### src/verilog/sacc_pkg.sv
package sacc_pkg;

	// ----------------------------------------------------------------
	// Register map (byte addresses) and reset values
	// ----------------------------------------------------------------
	localparam logic [7:0] CFG_OFS = 8'hbc;
	localparam logic [7:0] CTRL_OFS = 8'he8;
	localparam logic [7:0] RESL_OFS = 8'hc0;
	localparam logic [7:0] RESH_OFS = 8'hc4;
	localparam logic [7:0] WINH_OFS = 8'hc8;
	localparam logic [7:0] WINL_OFS = 8'hcc;
	localparam logic [7:0] IST_OFS = 8'hd0;
	localparam logic [7:0] ICLR_OFS = 8'hd4;
	localparam logic [7:0] IEN_OFS = 8'hd8;
	localparam logic [7:0] CFG_RST = 8'hf8;
	localparam logic [7:0] CTRL_RST = 8'h00;
	localparam logic [9:0] WINH_RST = 10'h000;
	localparam logic [9:0] WINL_RST = 10'h3ff;
	localparam logic [1:0] IEN_RST = 2'h0;
	localparam logic PIN_IDLE = 1'b1;

	// ----------------------------------------------------------------
	// Field positions
	// ----------------------------------------------------------------
	localparam int EN_BIT = 7;
	localparam int TM_BIT = 6;
	localparam int INT_BIT = 5;
	localparam int BUSY_BIT = 4;
	localparam int CM_LSB = 2;
	localparam int WINT_BIT = 1;
	localparam int LJ_BIT = 0;
	localparam int SC_LSB = 3;

	// ----------------------------------------------------------------
	// Sequencer counts
	// ----------------------------------------------------------------
	localparam logic [1:0] TRACK_TICKS = 2'h3;
	localparam logic [3:0] MSB_IDX = 4'h9;

	typedef enum logic [1:0] {
		TRIG_SW = 2'b00,
		TRIG_T3 = 2'b01,
		TRIG_EXT = 2'b10,
		TRIG_T2 = 2'b11
	} sacc_trig_type;

	typedef enum logic [1:0] {ST_IDLE, ST_TRACK, ST_CONV} sacc_seq_type;

	// Returns {high byte, low byte} of the result.
	function automatic logic [15:0] sacc_justify(input logic [9:0] r, input logic left);
		if (left) begin
			return {r, 6'h00};
		end
		return {6'h00, r};
	endfunction

	// Gain in half steps, so that 0.5 is representable.
	function automatic logic [5:0] sacc_gain_x2(input logic [2:0] g);
		case (g)
			3'h0: return 6'h02;
			3'h1: return 6'h04;
			3'h2: return 6'h08;
			3'h3: return 6'h10;
			3'h4, 3'h5: return 6'h20;
			default: return 6'h01;
		endcase
	endfunction

endpackage

### src/verilog/sacc_conv_if.sv
interface sacc_conv_if;
	logic start;
	logic long_track;
	logic abort;
	logic sar_tick;
	logic comp;
	logic busy;
	logic tracking;
	logic [9:0] trial_code;
	logic [9:0] result;
	logic result_valid;

	modport ctl(
		output start, long_track, abort, sar_tick, comp,
		input busy, tracking, trial_code, result, result_valid
	);
	modport seq(
		input start, long_track, abort, sar_tick, comp,
		output busy, tracking, trial_code, result, result_valid
	);
endinterface

### src/verilog/sacc_sar_div.sv
module sacc_sar_div
	import sacc_pkg::*;
(
	input wire logic clk,
	input wire logic rst_b,
	input wire logic run,
	input wire logic [4:0] divisor,
	output logic tick
);

	typedef struct packed {
		logic [4:0] cnt;
	} sacc_div_type;

	sacc_div_type s;
	sacc_div_type next_s;

	always_comb begin
		next_s = s;
		if (!run || s.cnt >= divisor) begin
			next_s.cnt = 5'h00;
		end else begin
			next_s.cnt = 5'(s.cnt + 5'h01);
		end
	end

	always_ff @(posedge clk) begin
		if (!rst_b) begin
			s <= '0;
		end else begin
			s <= next_s;
		end
	end

	assign tick = run && (s.cnt == divisor);

	tick_spacing_a:
	assert property (@(posedge clk) disable iff (!rst_b)
		tick && run && divisor != 5'h00 && $stable(divisor) |=> !tick)
		else $error("SAR clock ticks too close together.");

endmodule

### src/verilog/sacc_sar_seq.sv
module sacc_sar_seq
	import sacc_pkg::*;
(
	input wire logic clk,
	input wire logic rst_b,
	sacc_conv_if.seq cv
);

	typedef struct packed {
		sacc_seq_type st;
		logic [1:0] trk;
		logic [3:0] idx;
		logic [9:0] code;
		logic done;
	} sacc_seq_state_type;

	sacc_seq_state_type s;
	sacc_seq_state_type next_s;
	logic [9:0] trial_bit;

	assign trial_bit = 10'(10'h001 << s.idx);

	always_comb begin
		next_s = s;
		next_s.done = 1'b0;
		case (s.st)
			ST_IDLE: begin
				if (cv.start) begin
					next_s.code = 10'h000;
					next_s.idx = MSB_IDX;
					next_s.trk = 2'h0;
					next_s.st = cv.long_track ? ST_TRACK : ST_CONV;
				end
			end
			ST_TRACK: begin
				if (cv.sar_tick) begin
					if (s.trk == 2'(TRACK_TICKS - 2'h1)) begin
						next_s.st = ST_CONV;
					end else begin
						next_s.trk = 2'(s.trk + 2'h1);
					end
				end
			end
			default: begin
				if (cv.sar_tick) begin
					if (cv.comp) begin
						next_s.code = s.code | trial_bit;
					end
					if (s.idx == 4'h0) begin
						next_s.st = ST_IDLE;
						next_s.done = 1'b1;
					end else begin
						next_s.idx = 4'(s.idx - 4'h1);
					end
				end
			end
		endcase
		if (cv.abort) begin
			next_s.st = ST_IDLE;
			next_s.done = 1'b0;
		end
	end

	always_ff @(posedge clk) begin
		if (!rst_b) begin
			s <= '{st: ST_IDLE, trk: 2'h0, idx: 4'h0, code: 10'h000, done: 1'b0};
		end else begin
			s <= next_s;
		end
	end

	assign cv.busy = s.st != ST_IDLE;
	assign cv.tracking = s.st == ST_TRACK;
	assign cv.trial_code = (s.st == ST_CONV) ? (s.code | trial_bit) : s.code;
	assign cv.result = s.code;
	assign cv.result_valid = s.done;

	track_end_a:
	assert property (@(posedge clk) disable iff (!rst_b)
		s.st == ST_TRACK && cv.sar_tick && s.trk == 2'h2 && !cv.abort |=> s.st == ST_CONV)
		else $error("Tracking did not end after three SAR clocks.");

	busy_fall_a:
	assert property (@(posedge clk) disable iff (!rst_b)
		$fell(cv.busy) |-> cv.result_valid || $past(cv.abort))
		else $error("Busy fell without a finished conversion.");

endmodule

### src/verilog/sacc_top.sv
// The APB register port is this design's own decision.
module sacc_top
	import sacc_pkg::*;
(
	// Clock and reset
	input wire logic CLK,
	input wire logic RST_B,
	// APB slave
	input wire logic PSEL,
	input wire logic PENABLE,
	input wire logic PWRITE,
	input wire logic [7:0] PADDR,
	input wire logic [31:0] PWDATA,
	output logic [31:0] PRDATA,
	output logic PREADY,
	output logic PSLVERR,
	// Trigger sources
	input wire logic TIMER3_OVERFLOW,
	input wire logic TIMER2_OVERFLOW,
	input wire logic EXTERNAL_CONVERT_START,
	// Analog input path
	input wire logic COMPARATOR_OUT,
	output logic ANALOG_SHUTDOWN,
	output logic TRACK_ENABLE,
	output logic [9:0] TRIAL_CODE,
	output logic [2:0] PGA_GAIN_SELECT,
	output logic [5:0] PGA_GAIN_X2,
	// Status
	output logic CONVERSION_BUSY,
	output logic IRQ
);

	// ----------------------------------------------------------------
	// State
	// ----------------------------------------------------------------
	typedef struct packed {
		logic [7:0] cfg;
		logic en;
		logic tm;
		logic [1:0] cm;
		logic ljst;
		logic done_flag;
		logic win_flag;
		logic done_pend;
		logic win_pend;
		logic [7:0] res_hi;
		logic [7:0] res_lo;
		logic [9:0] win_hi;
		logic [9:0] win_lo;
		logic [1:0] irq_en;
		logic [31:0] prdata;
		logic pslverr;
		logic ext_s1;
		logic ext_s2;
		logic ext_q;
		logic cmp_s1;
		logic cmp_s2;
	} sacc_top_state_type;

	sacc_top_state_type s;
	sacc_top_state_type next_s;
	sacc_conv_if cv();
	logic sar_tick;
	logic setup;
	logic wr;
	logic wr_ctrl;
	logic sw_start;
	logic ext_rise;
	logic trig;
	logic win_match;
	logic [15:0] just;
	logic [1:0] status;
	logic [1:0] clr;

	// ----------------------------------------------------------------
	// Submodules
	// ----------------------------------------------------------------
	// divider restarts with each conversion
	// Restarting per conversion makes every SAR period, the first one too, full length.
	sacc_sar_div u_div (
		.clk(CLK),
		.rst_b(RST_B),
		.run(cv.busy),
		.divisor(s.cfg[7:SC_LSB]),
		.tick(sar_tick)
	);

	sacc_sar_seq u_seq (
		.clk(CLK),
		.rst_b(RST_B),
		.cv(cv.seq)
	);

	// ----------------------------------------------------------------
	// Trigger selection
	// ----------------------------------------------------------------
	assign setup = PSEL && !PENABLE;
	assign wr = PSEL && PENABLE && PWRITE;
	assign wr_ctrl = wr && PADDR == CTRL_OFS;
	// only a one written under software trigger
	assign sw_start = wr_ctrl && PWDATA[BUSY_BIT] && s.cm == TRIG_SW;
	assign ext_rise = s.ext_s2 && !s.ext_q;

	always_comb begin
		case (s.cm)
			TRIG_SW: trig = sw_start;
			TRIG_T3: trig = TIMER3_OVERFLOW;
			TRIG_EXT: trig = ext_rise;
			default: trig = TIMER2_OVERFLOW;
		endcase
	end

	assign cv.start = s.en && !cv.busy && trig;
	// the pin edge itself ends tracking
	assign cv.long_track = s.tm && s.cm != TRIG_EXT;
	assign cv.abort = !s.en;
	assign cv.sar_tick = sar_tick;
	// Decisions see the comparator two flops late, so a divider below two decides on a stale trial.
	assign cv.comp = s.cmp_s2;

	// ----------------------------------------------------------------
	// Result handling
	// ----------------------------------------------------------------
	// alignment chosen at load time
	assign just = sacc_justify(cv.result, s.ljst);
	assign win_match = cv.result >= s.win_lo && cv.result <= s.win_hi;
	assign status = {s.win_flag, s.done_flag};
	assign clr = (wr && PADDR == ICLR_OFS) ? PWDATA[1:0] : 2'h0;

	// ----------------------------------------------------------------
	// Next state
	// ----------------------------------------------------------------
	always_comb begin
		next_s = s;
		next_s.ext_s1 = EXTERNAL_CONVERT_START;
		next_s.ext_s2 = s.ext_s1;
		next_s.ext_q = s.ext_s2;
		next_s.cmp_s1 = COMPARATOR_OUT;
		next_s.cmp_s2 = s.cmp_s1;
		next_s.done_pend = 1'b0;
		next_s.win_pend = 1'b0;

		// load results one cycle ahead of flags
		if (cv.result_valid) begin
			next_s.res_hi = just[15:8];
			next_s.res_lo = just[7:0];
			next_s.done_pend = 1'b1;
			next_s.win_pend = win_match;
		end

		if (wr) begin
			if (PADDR == CFG_OFS) begin
				next_s.cfg = PWDATA[7:0];
			end else if (PADDR == CTRL_OFS) begin
				next_s.en = PWDATA[EN_BIT];
				next_s.tm = PWDATA[TM_BIT];
				next_s.cm = PWDATA[CM_LSB+1:CM_LSB];
				next_s.ljst = PWDATA[LJ_BIT];
				if (!PWDATA[INT_BIT]) begin
					next_s.done_flag = 1'b0;
				end
				if (!PWDATA[WINT_BIT]) begin
					next_s.win_flag = 1'b0;
				end
			end else if (PADDR == WINH_OFS) begin
				next_s.win_hi = PWDATA[9:0];
			end else if (PADDR == WINL_OFS) begin
				next_s.win_lo = PWDATA[9:0];
			end else if (PADDR == IEN_OFS) begin
				next_s.irq_en = PWDATA[1:0];
			end
		end
		if (clr[0]) begin
			next_s.done_flag = 1'b0;
		end
		if (clr[1]) begin
			next_s.win_flag = 1'b0;
		end
		// done flag set wins over clear
		if (s.done_pend) begin
			next_s.done_flag = 1'b1;
		end
		// window flag set wins over clear
		if (s.win_pend) begin
			next_s.win_flag = 1'b1;
		end

		// Read data is captured in the setup cycle so PRDATA comes from a flop.
		if (setup) begin
			next_s.pslverr = 1'b0;
			if (PADDR == CFG_OFS) begin
				next_s.prdata = {24'h0000_00, s.cfg};
			end else if (PADDR == CTRL_OFS) begin
				next_s.prdata = {24'h0000_00, s.en, s.tm, s.done_flag, cv.busy,
					s.cm, s.win_flag, s.ljst};
			end else if (PADDR == RESL_OFS) begin
				next_s.prdata = {24'h0000_00, s.res_lo};
			end else if (PADDR == RESH_OFS) begin
				next_s.prdata = {24'h0000_00, s.res_hi};
			end else if (PADDR == WINH_OFS) begin
				next_s.prdata = {22'h00_0000, s.win_hi};
			end else if (PADDR == WINL_OFS) begin
				next_s.prdata = {22'h00_0000, s.win_lo};
			end else if (PADDR == IST_OFS) begin
				next_s.prdata = {30'h0000_0000, status};
			end else if (PADDR == ICLR_OFS) begin
				next_s.prdata = 32'h0000_0000;
			end else if (PADDR == IEN_OFS) begin
				next_s.prdata = {30'h0000_0000, s.irq_en};
			end else begin
				next_s.prdata = 32'h0000_0000;
				next_s.pslverr = 1'b1;
			end
		end
	end

	always_ff @(posedge CLK) begin
		if (!RST_B) begin
			s <= '0;
			s.cfg <= CFG_RST;
			s.win_hi <= WINH_RST;
			s.win_lo <= WINL_RST;
			s.irq_en <= IEN_RST;
			// Starting at the pin's idle level keeps reset release from looking like a rise.
			s.ext_s1 <= PIN_IDLE;
			s.ext_s2 <= PIN_IDLE;
			s.ext_q <= PIN_IDLE;
		end else begin
			s <= next_s;
		end
	end

	// ----------------------------------------------------------------
	// Outputs
	// ----------------------------------------------------------------
	assign PREADY = 1'b1;
	assign PRDATA = s.prdata;
	assign PSLVERR = s.pslverr & PSEL & PENABLE;
	assign ANALOG_SHUTDOWN = !s.en;

	always_comb begin
		if (!s.en) begin
			TRACK_ENABLE = 1'b0;
		end else if (!s.tm) begin
			TRACK_ENABLE = !cv.busy;
		end else if (s.cm == TRIG_EXT) begin
			// track while the pin is low
			TRACK_ENABLE = !s.ext_s2 && !cv.busy;
		end else begin
			TRACK_ENABLE = cv.tracking;
		end
	end

	assign TRIAL_CODE = cv.trial_code;
	assign PGA_GAIN_SELECT = s.cfg[2:0];
	assign PGA_GAIN_X2 = sacc_gain_x2(s.cfg[2:0]);
	assign CONVERSION_BUSY = cv.busy;
	assign IRQ = |(status & s.irq_en);

	// ----------------------------------------------------------------
	// Checks
	// ----------------------------------------------------------------
	shutdown_idle_a:
	assert property (@(posedge CLK) disable iff (!RST_B)
		!s.en |-> ANALOG_SHUTDOWN ##1 !cv.busy)
		else $error("Disabled converter is not idle.");

	continuous_track_a:
	assert property (@(posedge CLK) disable iff (!RST_B)
		s.en && !s.tm && !cv.busy |-> TRACK_ENABLE)
		else $error("No tracking in continuous track mode.");

	timer_start_a:
	assert property (@(posedge CLK) disable iff (!RST_B)
		s.en && !cv.busy && s.cm == TRIG_T3 && TIMER3_OVERFLOW |=> cv.busy)
		else $error("Timer 3 overflow did not start a conversion.");

	busy_write_a:
	assert property (@(posedge CLK) disable iff (!RST_B)
		wr_ctrl && s.cm == TRIG_SW && !PWDATA[BUSY_BIT] && !cv.busy |=> !cv.busy)
		else $error("Writing zero to busy started a conversion.");

	done_flag_a:
	assert property (@(posedge CLK) disable iff (!RST_B)
		cv.result_valid ##1 !clr[0] |=> s.done_flag)
		else $error("Done flag not set after a conversion.");

	pin_track_a:
	assert property (@(posedge CLK) disable iff (!RST_B)
		s.en && s.tm && s.cm == TRIG_EXT && s.ext_s2 |-> !TRACK_ENABLE)
		else $error("Tracking while the convert-start pin is high.");

	window_flag_a:
	assert property (@(posedge CLK) disable iff (!RST_B)
		s.win_flag && !clr[1] && !(wr_ctrl && !PWDATA[WINT_BIT]) |=> s.win_flag)
		else $error("Window flag dropped without a clear.");

	left_justify_a:
	assert property (@(posedge CLK) disable iff (!RST_B)
		cv.result_valid && s.ljst |=> s.res_lo[5:0] == 6'h00 && s.res_hi == $past(cv.result[9:2]))
		else $error("Left-justified result misplaced.");

	half_gain_a:
	assert property (@(posedge CLK) disable iff (!RST_B)
		s.cfg[2:1] == 2'b11 |-> PGA_GAIN_X2 == 6'h01)
		else $error("Gain code 11x is not one half.");

	result_first_a:
	assert property (@(posedge CLK) disable iff (!RST_B)
		$rose(s.done_flag) |-> $past(s.done_pend) && $stable(s.res_lo))
		else $error("Done flag rose before the result loaded.");

endmodule

### config.mk
export PLATFORM = sky130hd
export DESIGN_NAME = sacc_top
export DESIGN_NICKNAME = d
export VERILOG_FILES = /design/src/verilog/sacc_pkg.sv /design/src/verilog/sacc_conv_if.sv /design/src/verilog/sacc_sar_div.sv /design/src/verilog/sacc_sar_seq.sv /design/src/verilog/sacc_top.sv
export SDC_FILE = /design/constraint.sdc
export NUM_CORES = 1
export LEC_CHECK = 0
export BUFFER_PORTS_ARGS = -buffer_cell sky130_fd_sc_hd__buf_2
export CAP_MARGIN = 0
export CORE_MARGIN = 8
export CORE_UTILIZATION = 56
export CTS_CLUSTER_DIAMETER = 80
export DETAILED_ROUTE_END_ITERATION = 8
export PLACE_DENSITY = 0.9
export SLEW_MARGIN = 0
export SYNTH_ARGS = -nofsm -noshare
export SYNTH_HDL_FRONTEND = slang
export SYNTH_HIERARCHICAL = 1
export SYNTH_SLANG_ARGS = --single-unit
### constraint.sdc
create_clock -name CLK -period 2.7 [get_ports CLK]
set_input_delay 0 -clock CLK [delete_from_list [all_inputs] [get_ports CLK]]
set_output_delay 0 -clock CLK [all_outputs]
set_load 0.01 [all_outputs]
* Word-level counts from Yosys, hierarchy flattened
Index checks and enable logic that the tools add are counted.
** Storage, ports and cells
- Register bits :: 117
- Input port bits :: 49
- Logic and storage cells :: 178
- Output and inout bits :: 57
** Cells by class
- Multiplexer cells :: 52
- Reductions and logical operators :: 50
- Bitwise logic cells :: 12
- $lt $le $gt $ge :: 3
- Eq/ne operators :: 30
- Shift operators :: 1
- Add/subtract/negate cells :: 3
** Operator list (number)
- 10-bit 2-to-1 mux :: 8
- 8-bit equality test (second input constant) :: 9
- 18-bit 2-to-1 mux :: 2
- 16-bit 2-to-1 mux :: 2
- 6-bit case mux with 5 select lines :: 1
- 14-bit case mux with 2 select lines :: 1
- 2-bit 2-to-1 mux :: 12
- 4-bit AND reduction :: 6
- 1-bit 2-to-1 mux :: 20
- 15-bit 2-to-1 mux :: 1
- 3-bit nonzero test :: 5
- 1-bit logical AND :: 14
- 10-bit >= comparator :: 1
- 10-bit <= comparator :: 1
- 2-bit != test (second input constant) :: 5
- 10-bit bitwise OR :: 1
- 5-bit AND reduction :: 2
- 1-bit by 4-bit left shift with 10-bit output (first input constant) :: 1
- 4-bit 2-to-1 mux :: 2
- 1-bit inverter :: 8
- 2-bit case mux with 2 select lines :: 2
- 2-bit nonzero test :: 4
- 2-bit equality test (second input constant) :: 3
- 3-bit by 2-bit equality test with 1-bit output (second input constant) :: 2
- 24 further kinds :: 38

* Longest topological paths before layout
- Depth in word-level cells :: 10
- Gate-level depth with buffers :: 12
- Depth with buffers taken out :: 8

* Modules after synthesis
The synthesis kept the hierarchy.
** By module, submodules not included
- sacc_top :: area an instance 4077.7 µm², times used 1, seq. area each 1421.4 µm², cells each 461
- sacc_sar_seq :: area an instance 1024.7 µm², times used 1, seq. area each 380.4 µm², cells each 107
- sacc_sar_div :: area an instance 335.3 µm², times used 1, seq. area each 100.1 µm², cells each 35

* Worst setup path after synthesis
Ideal clock, no wire load.
- Kind :: input -> register
- Start point :: input PADDR[3]
- End point :: register u_seq.s (netlist bit u_seq/cv.result[0])
- Stages on the path :: 12
- Arrival :: 2.149 ns
- Path slack :: 0.435 ns
- Library setup time :: 0.117 ns
- Path buffers :: 4
- Data required time :: 2.583 ns
- Cell sequence :: buf_6 > and3_4 > and3_4 > buf_6 > nand3_1 > o21a_1 > a2111oi_0 > or3b_1 > buf_6 > and2_4 > buf_6 > a22o_1
** On the way
- Longest elaborated chain between the ends :: 8
** Ends and longest elaborated chain
- start: declaration :: RTL line sacc_top.sv:12 : input wire logic [7:0] PADDR,
- 8-bit equality test :: RTL line sacc_top.sv:99 : assign wr_ctrl = wr && PADDR == CTRL_OFS;
- 1-bit logical AND :: RTL line sacc_top.sv:99
- 1-bit logical AND (2 in a row) :: RTL line sacc_top.sv:101 : assign sw_start = wr_ctrl && PWDATA[BUSY_BIT] && s.cm == TRIG_SW;
- 1-bit case mux with 3 select lines :: RTL line sacc_top.sv:105 : case (s.cm)
- 1-bit logical AND :: RTL line sacc_top.sv:113 : assign cv.start = s.en && !cv.busy && trig;
- named net cv.start :: RTL line sacc_conv_if.sv:2 : logic start;
- 2-bit != test (no source line)
- 4-bit AND reduction (no source line)
- end signal: assignment :: RTL line sacc_sar_seq.sv:66 : s <= '{st: ST_IDLE, trk: 2'h0, idx: 4'h0, code: 10'h000, done: 1'b0};
- end signal: assignment :: RTL line sacc_sar_seq.sv:68 : s <= next_s;
- end: declaration :: RTL line sacc_sar_seq.sv:17 : sacc_seq_state_type s;
The timed path passes the listed nets, and every way through them passes these cells.
A chain may end at the register's enable or synchronous reset.

* Worst setup path after layout
- Start point :: register s[90] (netlist name)
- End point :: register u_seq/s[14] (netlist name)
** On the way
- Longest elaborated chain between the ends :: 4
** Ends and longest elaborated chain
- start: declaration :: RTL line sacc_top.sv:60 : sacc_top_state_type s;
- start signal: assignment :: RTL line sacc_top.sv:229 : s <= next_s;
- 5-bit equality test :: RTL line sacc_sar_div.sv:35 : assign tick = run && (s.cnt == divisor);
- 1-bit logical AND :: RTL line sacc_sar_div.sv:35
- named net cv.sar_tick :: RTL line sacc_conv_if.sv:5 : logic sar_tick;
- 2-bit nonzero test (no source line)
- 4-bit AND reduction (no source line)
The timed path passes the listed nets, and every way through them passes these cells.

==> metrics.cfg <==
[status]
status=finished clean

[synth]
synthArstFlopShare_pct=0
ys_ff_latch=95
netlist_top_cells_area=dfxtp_1, ha_1, buf_4, mux2i_1, nor2b_1
synth_top_cell_by_area=dfxtp_1
ys_warn_count=6
netlist_area_mm2=0.00544
synth_edf_count=0
seq_area_frac_synth_pct=35.0
ys_types=76
synthFlopType=dfxtp_1
post_synth.cell_area_avg_um2=9.02
synthCells=603
synth.top_cell.area_share_pct=35.0

[clocking]
cts_tree=yes
clk-insertion-delay-late_ns=0.36
clkTransAtPathRegs_ns=0.09
cts_buffers=9
cts_sinks=95
cts_max_level=3
cts_resized=0
cts_root_buf=clkbuf_8
cts_buffer_depth=2

[drt]
wirelength_um=14100
vias_per_cell=5.92
ant_nets=0
drc=0
firstDrtPassIters=6
num_vias=4644
drt_iter0_markers=452
post_drt_wl_per_cell_um=18.0

[job]
cap_violations=0

[critical_path]
criticalPathCategory=flip-flop to flip-flop
r2r_cells=8
r2r_start=s[90]
r2r-end=u_seq/s[14]
cp.arrival_ns=2.62
critPathMaxFanout=7
crit_path_start_kind=flip-flop
cp.required_ns=3.00
endpoint_kind=flip-flop
r2r_slack_ns=0.37

[power_and_ir_drop]
p_per_area_mw_per_mm2=447
power_uw=2640
power_leakage_uw=0.00270
p_comb_share_pct=6.7
power.share.clock_pct=39.6
power.share.sequential_pct=53.6
ir_worst_vdd_v=0.000286
p_int_uw=2030
p_sw_share_pct=23.2
power.switching_uw=612

[finish]
final_cells=784
diodes=0
post-route-util_pct=61.6
area_delta_synth_final_pct=8.70
layout-drive-gt1-share_pct=16.1
layout.nets=727

[die]
core_mm2=0.00959
chipHeight_um=115
rows=36
die_x_um=115
die-area_mm2=0.0131
initial_utilization_pct=56.7
pin_count=106

[timing]
fmax_ghz=0.430
slew_headroom_pct=60.1
setup_viol=0
skew_ns=0.0119
finalHoldViolCount=0
worst_slew_pin_slew_ns=0.584
slew_viol_final=0
rsz0062_at_grt=false
period_share_pct=86.1
finalCriticalPeriod_ns=2.33
fin_tns_setup_ns=0

[global_route]
grt_first_pass_wirelength_um=22500
grt.overflow.total=0
grt_pass1_vias=4479
gr-usage-all-layers_pct=21.3
antenna_found_initial=0
grt_max_degree=37

[hold_path]
min_to=s[5]
min-delay-start=PENABLE
hp-class=input pin to flip-flop
holdPathStages=3

[placement]
hpwl_um=10100
gp_congestion=0.929
port_buffers=60
place_inst=756

==> kinds of logic after synthesis <==
kind of cell,synth area share (%)
AO/OA/AOI/OAI,17.1
adder cells (fa/ha/maj),7.36
flip-flops,35.0
AND/OR/NAND/NOR,20.9
buffers and inverters,11.4
XOR/XNOR,0.483
multiplexers,7.62
other,0.138
==> layer usage <==
metal  GRT usage (%)  wire length [um]  share of wire [%]
met1            25.7              5800                 41
met3            5.49              1310                9.3
met4            8.96               393                2.8
met5               0                 0                  0
met2            35.1              6630                 47
==> cells in the final DEF (no fill, tap or decap), drive strengths merged, types with 3 or more instances in the layout <==
cell         synthesis  routed
o21a                 5       5
mux4                 5       5
nor3                 9       9
inv                 35      35
o22ai                3       3
conb                 2      23
nand4b               3       3
nor2                14      14
dlygate4sd3          0      12
buf                 57      70
a21oi               40      40
nand3               16      16
o211ai              10      10
dfxtp               95      95
clkbuf              14      11
mux2i               29      29
a22oi                7       7
or2                  3       3
a31oi                3       3
ha                  32      32
a21boi               6       6
and2                10      10
o211a                4       4
nand4                7       7
nand2b               8       8
nor3b                7       7
nor2b               44      44
o21ai               15      15
a211oi               3       3
or3                  3       3
nand2               44      44
nor4                 7       7
a21o                12      12
a22o                11      11
and3                 6       6
==> metrics by stage <==
step / setup slack, ns / instance area, um2 / hold slack [ns]
6_report: 0.374 / 5910 / 0.0409
3_5_place_dp: 0.316 / 5570 / 0.183
5_1_grt: 0.164 / 5910 / 0.0894
3_3_place_gp: 0.322 / 5570 / 0.180
2_1_floorplan: 0.435 / 5520 / 0.101
4_1_cts: 0.436 / 5910 / 0.0422
==> registers in the layout, indices dropped and copies added, names as in the netlist <==
register and count:
s 54, PRDATA 10, u_seq/cv.result 10, u_seq/s 8, u_div/s 5, PGA_GAIN_SELECT 3
next_s 3, cv.comp 1, u_seq/cv.result_valid 1
==> critical path, cell delays in order (launching register included) <==
cell      delay (ns)
dfxtp_1         0.37
inv_1           0.08
ha_1            0.34
nand3_1         0.11
nor2_2          0.23
and2_1          0.29
nand2_1         0.19
o311ai_0        0.44
o311a_1         0.23
==> final cells by class <==
cell class              instances  area (um2)
clock buffers                  11         141
well taps                     133         166
multi-input cells             423        2990
clock inverters                 5        81.3
fillers                       795        3680
flip-flops and latches         95        1900
repair buffers                 82         495
inverters                      35         131
==> synth_stat cells, drive strengths merged (11+ instances only) <==
master and instances:
nand3 16, inv 35, mux2i 29, clkbuf 14, nor2 14, buf 57
a21o 12, ha 32, nand2 44, dfxtp 95, nor2b 44, a21oi 40
a22o 11, o21ai 15
==> power groups by stage <==
stage                     registers [uW]  logic, uW  clock network (uW)
final                               1420        178                1050
after detailed placement            1450        160                   0
after CTS                           1420        174                1050
after global placement              1450        157                   0
after floorplan                     1450        129                   0
after global routing                1420        192                1110
==> worst max-delay path by stage <==
| stage | startpoint | cells past startpoint | to |
|---|---|---|---|
| after global placement | PADDR[1] | 9 | u_seq/cv.result[6] |
| final | s[90] | 8 | u_seq/s[14] |
| after detailed placement | PADDR[1] | 9 | u_seq/cv.result[1] |
| after floorplan | PADDR[3] | 12 | u_seq/cv.result[0] |
| after CTS | s[92] | 8 | u_seq/cv.result[1] |
| after global routing | s[92] | 8 | u_seq/s[14] |
==> what timing repair did <==
item,CTS,global route
hold endpoints to repair,26,0
hold buffers,12,0
buffers inserted,0,0
endpoints found under the setup margin,0,0
(Power assumes the default switching activity.)
